--- config.mk ---
export PLATFORM = sky130hd
export DESIGN_NAME = acl_core
export DESIGN_NICKNAME = d
export VERILOG_FILES = /design/src/rtl/acl_pkg.sv /design/src/rtl/acl_core.sv
export VERILOG_INCLUDE_DIRS = /design/src /design/src/rtl
export SDC_FILE = /design/constraint.sdc
export NUM_CORES = 1
export LEC_CHECK = 0
export BUFFER_PORTS_ARGS = -buffer_cell sky130_fd_sc_hd__buf_2
export CAP_MARGIN = 30
export CELL_PAD_IN_SITES_DETAIL_PLACEMENT = 0
export CELL_PAD_IN_SITES_GLOBAL_PLACEMENT = 1
export CORE_MARGIN = 2
export CORE_UTILIZATION = 25
export DETAILED_ROUTE_END_ITERATION = 10
export MAX_ROUTING_LAYER = met4
export PLACE_DENSITY_LB_ADDON = 0.05
export SYNTH_ARGS = -nofsm -noshare
export SYNTH_HDL_FRONTEND = slang
export SYNTH_SLANG_ARGS = --single-unit
--- constraint.sdc ---
create_clock -name ref_clk -period 2.55 [get_ports ref_clk]
set_input_delay 0.255 -clock ref_clk [delete_from_list [all_inputs] [get_ports ref_clk]]
set_output_delay 0.255 -clock ref_clk [all_outputs]
set_load 0.05 [all_outputs]
--- src/rtl/acl_cfg.svh ---
// constants for the converter control and readout block
// assumes a 100 MHz ref_clk; times are printed figures, counts derived
// Overview of operation
// - chip select high, convert high: no operation, bus released
// - cs high, convert low, idle: start, bus released
// - cs low, convert falling, idle: start, release
// - conversion done, cs low, rc high: drive result
// - during conversion, read shows previous result
// - busy low: ignore every convert request
// - data valid within 8 us of start
// - busy falls within 85 ns of start
// - busy rises at least 50 ns after data
// - busy rises about 220 ns after conversion end
// - previous result readable about 7.4 us
// - sixteen parallel lines, bit 15 most significant
// - supply surge: power off, then back on
// - status high while protected power removed
`ifndef ACL_CFG_SVH
`define ACL_CFG_SVH
`define ACL_CLK_PERIOD_NS   10
`define ACL_CONV_MAX_NS     8000
`define ACL_PREV_VALID_NS   7400
`define ACL_BUSY_FALL_NS    85
`define ACL_BUSY_EOC_NS     220
`define ACL_BUSY_DATA_NS    50
`define ACL_PWR_OFF_NS      1000
`define ACL_PWR_REC_NS      50000
// longest times round down, least times round up
`define ACL_CONV_CYC  (`ACL_PREV_VALID_NS / `ACL_CLK_PERIOD_NS)
`define ACL_EOC_CYC   (`ACL_BUSY_EOC_NS / `ACL_CLK_PERIOD_NS)
`define ACL_DATA_CYC  \
  ((`ACL_BUSY_DATA_NS + `ACL_CLK_PERIOD_NS - 1) / `ACL_CLK_PERIOD_NS)
`define ACL_OFF_CYC   (`ACL_PWR_OFF_NS / `ACL_CLK_PERIOD_NS)
`define ACL_REC_CYC   (`ACL_PWR_REC_NS / `ACL_CLK_PERIOD_NS)
`define ACL_DATA_W    16
`endif

--- src/rtl/acl_pkg.sv ---
// types for the converter control and readout block
// assumes acl_cfg.svh is included by the user of these types
package acl_pkg;
  typedef enum logic [4:0]
  {
    ACL_IDLE = 5'h01,
    ACL_CONV = 5'h02,
    ACL_EOC  = 5'h04,
    ACL_OFF  = 5'h08,
    ACL_REC  = 5'h10
  } acl_state_t;
  // one result word with its valid mark
  typedef struct packed
  {
    logic        ok;
    logic [15:0] word;
  } acl_res_t;
endpackage : acl_pkg

--- src/rtl/acl_core.sv ---
// control, readout and protection sequencing of the converter
// assumes the host pins arrive asynchronously; sample core is same-clock
`timescale 1ns/1ns
`include "acl_cfg.svh"
module acl_core #(
  parameter int DATA_W  = `ACL_DATA_W,
  parameter int CONV_C  = `ACL_CONV_CYC,
  parameter int EOC_C   = `ACL_EOC_CYC,
  parameter int OFF_C   = `ACL_OFF_CYC,
  parameter int REC_C   = `ACL_REC_CYC
) (
  input  wire logic              ref_clk,
  input  wire logic              arst_n,
  input  wire logic              chip_select_n,
  input  wire logic              read_convert,
  input  wire logic              surge,
  input  wire logic [DATA_W-1:0] sample,
  output logic                   busy_n,
  output logic [DATA_W-1:0]      data_o,
  output logic                   data_oe,
  output logic                   latchup_protection,
  output logic                   sample_ready
);
  initial
  begin
    if (DATA_W != 16 || CONV_C < 2 || EOC_C < `ACL_DATA_CYC + 1 ||
        OFF_C < 1 || REC_C < 1)
      $error("acl_core: unsupported parameters");
  end

  localparam int CW = $clog2(REC_C + CONV_C + 2);

  // two-stage synchronisers for pins
  logic [2:0] s1_q;
  logic [2:0] s2_q;
  logic       rc_prev_q;
  always_ff @(posedge ref_clk or negedge arst_n)
  begin
    if (!arst_n)
    begin
      s1_q      <= 3'h3;
      s2_q      <= 3'h3;
      rc_prev_q <= 1'b1;
    end
    else
    begin
      s1_q      <= {surge, read_convert, chip_select_n};
      s2_q      <= s1_q;
      rc_prev_q <= s2_q[1];
    end
  end
  wire cs_n  = s2_q[0];
  wire rc    = s2_q[1];
  wire surge_s = s2_q[2];

  // two-entry buffer between sampler and result register
  acl_pkg::acl_res_t buf_q [2];
  acl_pkg::acl_res_t buf_d [2];
  logic [1:0] cnt_q;
  logic [1:0] cnt_d;
  logic       wr_v;
  logic       rd_r;
  assign sample_ready = (cnt_q != 2'h2);

  acl_pkg::acl_state_t st_q;
  acl_pkg::acl_state_t st_d;
  logic [CW-1:0]       tmr_q;
  logic [CW-1:0]       tmr_d;
  logic [DATA_W-1:0]   res_q;
  logic [DATA_W-1:0]   res_d;
  logic                busy_n_q;
  logic                busy_n_d;
  logic                lp_q;
  logic                lp_d;

  wire start = busy_n_q && !rc && (cs_n || rc_prev_q);

  // buffer next state: capture at sample point, drain at end of conversion
  always_comb
  begin
    buf_d = buf_q;
    cnt_d = cnt_q;
    wr_v  = (st_q == acl_pkg::ACL_CONV) && (tmr_q == CW'(1));
    rd_r  = (st_q == acl_pkg::ACL_EOC) && (tmr_q == CW'(`ACL_DATA_CYC));
    if (rd_r && cnt_q != 2'h0)
    begin
      buf_d[0] = buf_q[1];
      cnt_d    = cnt_q - 2'h1;
    end
    if (wr_v && sample_ready)
    begin
      buf_d[cnt_d[0]] = '{ok: 1'b1, word: sample};
      cnt_d           = cnt_d + 2'h1;
    end
    if (st_q == acl_pkg::ACL_OFF)
      cnt_d = 2'h0; // contents lost with power
  end

  // sequencing of conversion and power cycling
  always_comb
  begin
    st_d     = st_q;
    tmr_d    = (tmr_q != '0) ? tmr_q - CW'(1) : tmr_q;
    res_d    = res_q;
    busy_n_d = busy_n_q;
    lp_d     = lp_q;
    case (st_q)
      acl_pkg::ACL_IDLE:
      begin
        if (start)
        begin
          st_d     = acl_pkg::ACL_CONV;
          tmr_d    = CW'(CONV_C);
          busy_n_d = 1'b0;
        end
      end
      acl_pkg::ACL_CONV:
      begin
        if (tmr_q == '0)
        begin
          st_d  = acl_pkg::ACL_EOC;
          tmr_d = CW'(EOC_C);
        end
      end
      acl_pkg::ACL_EOC:
      begin
        if (rd_r && cnt_q != 2'h0)
          res_d = buf_q[0].word;
        if (tmr_q == '0)
        begin
          st_d     = acl_pkg::ACL_IDLE;
          busy_n_d = 1'b1;
        end
      end
      acl_pkg::ACL_OFF:
      begin
        if (tmr_q == '0)
        begin
          st_d  = acl_pkg::ACL_REC;
          tmr_d = CW'(REC_C);
        end
      end
      acl_pkg::ACL_REC:
      begin
        if (tmr_q == '0)
        begin
          st_d = acl_pkg::ACL_IDLE;
          lp_d = 1'b0;
        end
      end
      default:
      begin
        st_d = acl_pkg::ACL_IDLE;
      end
    endcase
    // surge overrides everything outside ACL_OFF: remove power; a surge during recovery
    // restarts the cycle, so the trip wins over the status clear
    if (surge_s && st_q != acl_pkg::ACL_OFF)
    begin
      st_d     = acl_pkg::ACL_OFF;
      tmr_d    = CW'(OFF_C);
      lp_d     = 1'b1;
      busy_n_d = 1'b1;
      res_d    = '0;
    end
  end

  always_ff @(posedge ref_clk or negedge arst_n)
  begin
    if (!arst_n)
    begin
      st_q     <= acl_pkg::ACL_IDLE;
      tmr_q    <= '0;
      res_q    <= '0;
      busy_n_q <= 1'b1;
      lp_q     <= 1'b0;
      cnt_q    <= 2'h0;
      buf_q[0] <= '0;
      buf_q[1] <= '0;
    end
    else
    begin
      st_q     <= st_d;
      tmr_q    <= tmr_d;
      res_q    <= res_d;
      busy_n_q <= busy_n_d;
      lp_q     <= lp_d;
      cnt_q    <= cnt_d;
      buf_q    <= buf_d;
    end
  end

  // bus drive: only with chip select low and rc high, never while off
  always_comb
  begin
    data_oe = !cs_n && rc && !lp_q;
    data_o  = res_q;
  end
  assign busy_n             = busy_n_q;
  assign latchup_protection = lp_q;
endmodule : acl_core

Word-level counts from Yosys, hierarchy flattened
Cells that the tools add are included. Widths: inputs -> output; s select.

Equality and inequality tests: 14. Add/subtract/negate cells: 3. Bitwise gates (word level): 1. $lt $le $gt $ge: 2. Multiplexer cells: 30. Reductions and logical operators: 27.

Operator list (number): $mux 13 (5); $mux 16 (3); $pmux 13 s3 (1); $bwmux 34 (1); $mux 17 (2); $mux 34 (1); $mux 5 (5); $pmux 5 s4 (1); $demux 17 s1 (1); $eq 13x1->1 const B (1); $eq 13x3->1 const B (1); $logic_not 13->1 (1); $reduce_bool 13->1 (1); $sub 13x1->13 const B (1); $ne 3x1->1 const B (4); $logic_and 1x1->1 (10); $reduce_bool 2->1 (5); $mux 1 (6); $mux 2 (3); $eq 5x1->1 const B (1); $eq 5x2->1 const B (1); $eq 5x3->1 const B (1); $eq 5x4->1 const B (1); $eq 5x5->1 const B (1); other kinds (16) (19).

Bits of input ports: 21. Word-level logic and storage cells: 90. Register bits after elaboration: 79. Output and inout bits: 20.

Logic depth before layout (Yosys ltp)
Depth after elaboration: 11. Depth in mapped cells: 11. Gate-level depth less buffers: 8.

Least setup slack after synthesis
OpenSTA, ideal clock, no wires.

Path kind: register -> register. From: register cnt_q[0]. To: register with a tool-made name. Clock period less this slack: 2.805 ns. Cell stages (with the launch flop): 12. Arrival time: 2.681 ns. Path buffers: 3. Library setup time: 0.125 ns. Path slack: -0.255 ns. Required time: 2.425 ns. Cells stage by stage: dfrtp_1 inv_1 ha_1 nor3b_1 nand4_1 nor2_4 buf_2 xnor2_1 ha_1 clkbuf_1 clkbuf_1 mux2_2.

RTL lines: start, declared (RTL line acl_core.sv:59) `logic [1:0] cnt_q;`; start signal, assigned (RTL line acl_core.sv:188) `cnt_q <= cnt_d;`.

==> flow_metrics.tcl <==
set metrics [dict create \
    synth.ff_latch_count 77 \
    crit_path_frequent_cell "sky130_fd_sc_hd__ha_1" \
    critical-path-top-delay-family "simple AND/OR/NAND/NOR gates" \
    dieWidth_um 125.6 \
    yosysUniqueCellTypes 51 \
    setup-tns-final_ps 0 \
    clock_pin_slew_of_the_registers_on_the_worst_case_setup_and_hold_paths_ps 60 \
    layout_worst_path_cycle_share 0.9002 \
    ios 41 \
    dominantRegCellSynth "sky130_fd_sc_hd__dfrtp_1" \
    area_growth_syn_to_layout_pct 22.21 \
    ys_seq_area_frac 0.5239 \
    power.switching_uw 934.0 \
    part_of_the_total_power_dissipated_in_sequential_elements 0.442 \
    net_count_reported_at_finish 454 \
    slew_headroom 0.5771 \
    placement.setup.worst_slack_ps 257.8 \
    switching_share 0.2787 \
    final_setup_skew_ps 5.774 \
    placed_cells_incl_taps 595 \
    worst_path_class_setup "reg2reg" \
    floorplan.initialDensity 0.2552 \
    hold_path.class "in2reg" \
    syn-num-nets 400 \
    yosysWarnings 0 \
    max_clock_freq_ghz 0.4356 \
    cts_setup_buffers 0 \
    crit_path_cell_trace "inv_1, ha_1, nor3b_1, nand4_1, nor2_4, xnor2_1, ha_1, buf_12, mux2_2" \
    layout-drive-gt1-share 0.2465 \
    worst_ir_drop_vdd_mv 0.3937 \
    period_needed_ps 2295 \
    route.vias.total 2856 \
    detail_route.wl_per_cell_um 16.29 \
    cts-htree-levels 3 \
    ys_top_cells_by_area "sky130_fd_sc_hd__dfrtp_1 (47%), sky130_fd_sc_hd__nor2_1 (5.1%), sky130_fd_sc_hd__dfstp_2 (5.0%), sky130_fd_sc_hd__mux2_2 (4.9%), sky130_fd_sc_hd__nand2_1 (4.6%)" \
    tritoncts "built" \
    power.internal_uw 2417 \
    cp.required_ps 2770 \
    port_buffers 40 \
    drtIter0Drc 112 \
    insertedDiodeCount 0 \
    worstPathArrival_ps 2520 \
    grt_first_pass_wirelength_um 16700 \
    die_height_um 125.6 \
    grt_use_total 0.1419 \
    synth-async-reset-ratio 1.000 \
    combinational_share_of_power 0.141 \
    final_ant_viol_nets 0 \
    setup_violations 0 \
    clock_tree.buffer_depth 2 \
    status "completed" \
    cts.sinks 77 \
    total_routed_length_um 10000 \
    dpl.hpwl_um 6775 \
    drv_slew 0 \
    stdcell_area_um2 4516 \
    leakage_uw 0.002094 \
    final_critical_path_setup_slack_ps 254.5 \
    clkPwrFrac 0.417 \
    finalWeightedCongestion 0.7321 \
    timing.critical_path.fanout_max 16 \
    firstDrtPassIters 4 \
    layout.core_utilization 0.3119 \
    synth.cell_area_um2 3695 \
    fp.coreArea_um2 14480 \
    largest_net_degree_at_the_start_of_global_routing 43 \
    synth_cells 372 \
    hold_viol 0 \
    crit_path_buf_inv_count 2 \
    post_synth.cell_area_avg_um2 9.932 \
    grt_setup_unrepaired "no" \
    cts_repair_resize_count 0 \
    worst_slew_pin_slew_ps 628.6 \
    placement_rows 44 \
    drcViolationCount 0 \
    grt_remaining_overflow 0 \
    via_per_inst 4.651 \
    initial_antenna_violation_count 0 \
    placement.cell_area_um2 4160 \
    cts_root_buf "sky130_fd_sc_hd__clkbuf_16" \
    end_kind "register" \
    crit_path_start_kind "register" \
    worst_skew_pair.late_latency_ps 340 \
    yosysTopAreaCellShare 0.4741 \
    cpPeakStageDelay_ps 380 \
    synth_enable_flop_cells 0 \
    number_of_global_route_vias_before_repair 3025 \
    timing.critical_path.slowest_stage_cell "sky130_fd_sc_hd__dfrtp_1" \
    setup.reg_to_reg.worst_slack_ps 250 \
    die_area_um2 15770 \
    power_density_cells_nw_per_um2 742.1 \
    synth_largest_area_cell "sky130_fd_sc_hd__dfrtp_1" \
    max_cap_viol_count 0 \
    cts-buffers-inserted 9 \
    final-instance-count-excl-fill 614 \
]
-- cells in the mapped netlist (2+ instances only) --
cell and instances:
sky130_fd_sc_hd__dfrtp_1 70, sky130_fd_sc_hd__nor2_1 50, sky130_fd_sc_hd__nand2_1 45, sky130_fd_sc_hd__a21oi_1 32, sky130_fd_sc_hd__inv_1 23, sky130_fd_sc_hd__a211oi_1 16, sky130_fd_sc_hd__mux2_2 16, sky130_fd_sc_hd__o21ai_0 11
sky130_fd_sc_hd__buf_2 8, sky130_fd_sc_hd__nand2b_1 8, sky130_fd_sc_hd__nor3_1 8, sky130_fd_sc_hd__dfstp_2 7, sky130_fd_sc_hd__ha_1 7, sky130_fd_sc_hd__xnor2_1 6, sky130_fd_sc_hd__and3_1 5, sky130_fd_sc_hd__clkbuf_1 5
sky130_fd_sc_hd__nor4_1 4, sky130_fd_sc_hd__a31oi_1 3, sky130_fd_sc_hd__buf_6 3, sky130_fd_sc_hd__mux2i_1 3, sky130_fd_sc_hd__nand4_1 3, sky130_fd_sc_hd__nor3b_1 3, sky130_fd_sc_hd__a311oi_1 2, sky130_fd_sc_hd__and2_1 2
sky130_fd_sc_hd__o22ai_1 2, sky130_fd_sc_hd__o31ai_1 2, sky130_fd_sc_hd__or3_1 2, sky130_fd_sc_hd__or4_1 2, sky130_fd_sc_hd__xor2_1 2
-- worst register-to-register path, delay by kind of cell (launching register included) --
kind	cells	cell delay [ps]
xor+xnor	1	140
fa+ha+maj	2	420
buf+inv	2	280
flops	1	380
mux	1	340
simple gates	3	620
-- cells by family (layout without fill, tap and decap cells) --
kind of cell | after synthesis | after routing | synth area share
and+or+nand+nor | 145 | 145 | 0.1978
buffers and inverters | 41 | 99 | 0.05316
AOI/OAI and AO/OA | 75 | 75 | 0.1256
xor gates and xnor gates | 8 | 8 | 0.01896
adders and majority gates | 7 | 7 | 0.02370
DFF | 77 | 77 | 0.5239
muxes | 19 | 19 | 0.05689
-- power by group through the flow --
stage	registers [uW]	clock network, uW	logic, uW
3_3_place_gp	1500	0	482
2_1_floorplan	1470	0	354
3_5_place_dp	1500	0	477
6_report	1480	1400	473
5_1_grt	1500	1510	544
4_1_cts	1480	1450	482
-- through the flow --
stage	power (uW)	hold slack, ps
floorplan	1825	-40.59
global placement	1983	303.5
detailed placement	1980	305.7
CTS	3420	1.981
global route	3557	144.7
finish	3351	157.0
-- worst paths after layout --
path	start	to	depth (start not counted)
setup / recovery	cnt_q[0]	register	9
hold / removal	sample[13]	register	2
max in group asynchronous	arst_n	busy_n	3
setup reg to reg	cnt_q[0]	register	9
min in group asynchronous	arst_n	latchup_protection	2
hold reg to reg	s1_q[2]	s2_q[2]	0
-- layer usage --
| layer | global-route usage | share of wire |
|---|---|---|
| met4 | 0.04641 | 0.021 |
| met5 | - | 0 |
| met1 | 0.1732 | 0.46 |
| met2 | 0.2238 | 0.48 |
| met3 | 0.04450 | 0.036 |
-- area by class of cell --
cell class | instances | area (um^2)
tap | 184 | 230.2
sequential | 77 | 1936
timing repair buffer | 60 | 375.4
multi-input combinational | 254 | 1569
clock buffer | 11 | 242.7
clock inverter | 4 | 72.57
fill | 1528 | 9963
inverter | 24 | 90.09
-- cells in the final DEF, fill, tap and decap left out, drive strengths merged, types with 2 or more instances in the layout --
cell type,instances
and2,2
a21oi,32
o22ai,2
ha,7
dfstp,7
mux2i,3
dlygate4sd3,4
and3,5
mux2,16
nor3b,3
or4,3
inv,24
nand4,4
a311oi,2
a211oi,16
xor2,2
nand3,2
dfrtp,70
nor4,6
buf,56
nor3,8
nand2b,8
or2,2
bufinv,2
clkbuf,11
or3,2
a31oi,3
o21ai,11
nor2,52
nand2,45
xnor2,6
o31ai,2
-- repair_timing --
item	in CTS	in global routing
endpoints found under the hold margin	35	1
endpoints found under the setup margin	0	0
hold buffers	3	1
Note: power is estimated with default switching activity, not from simulation.
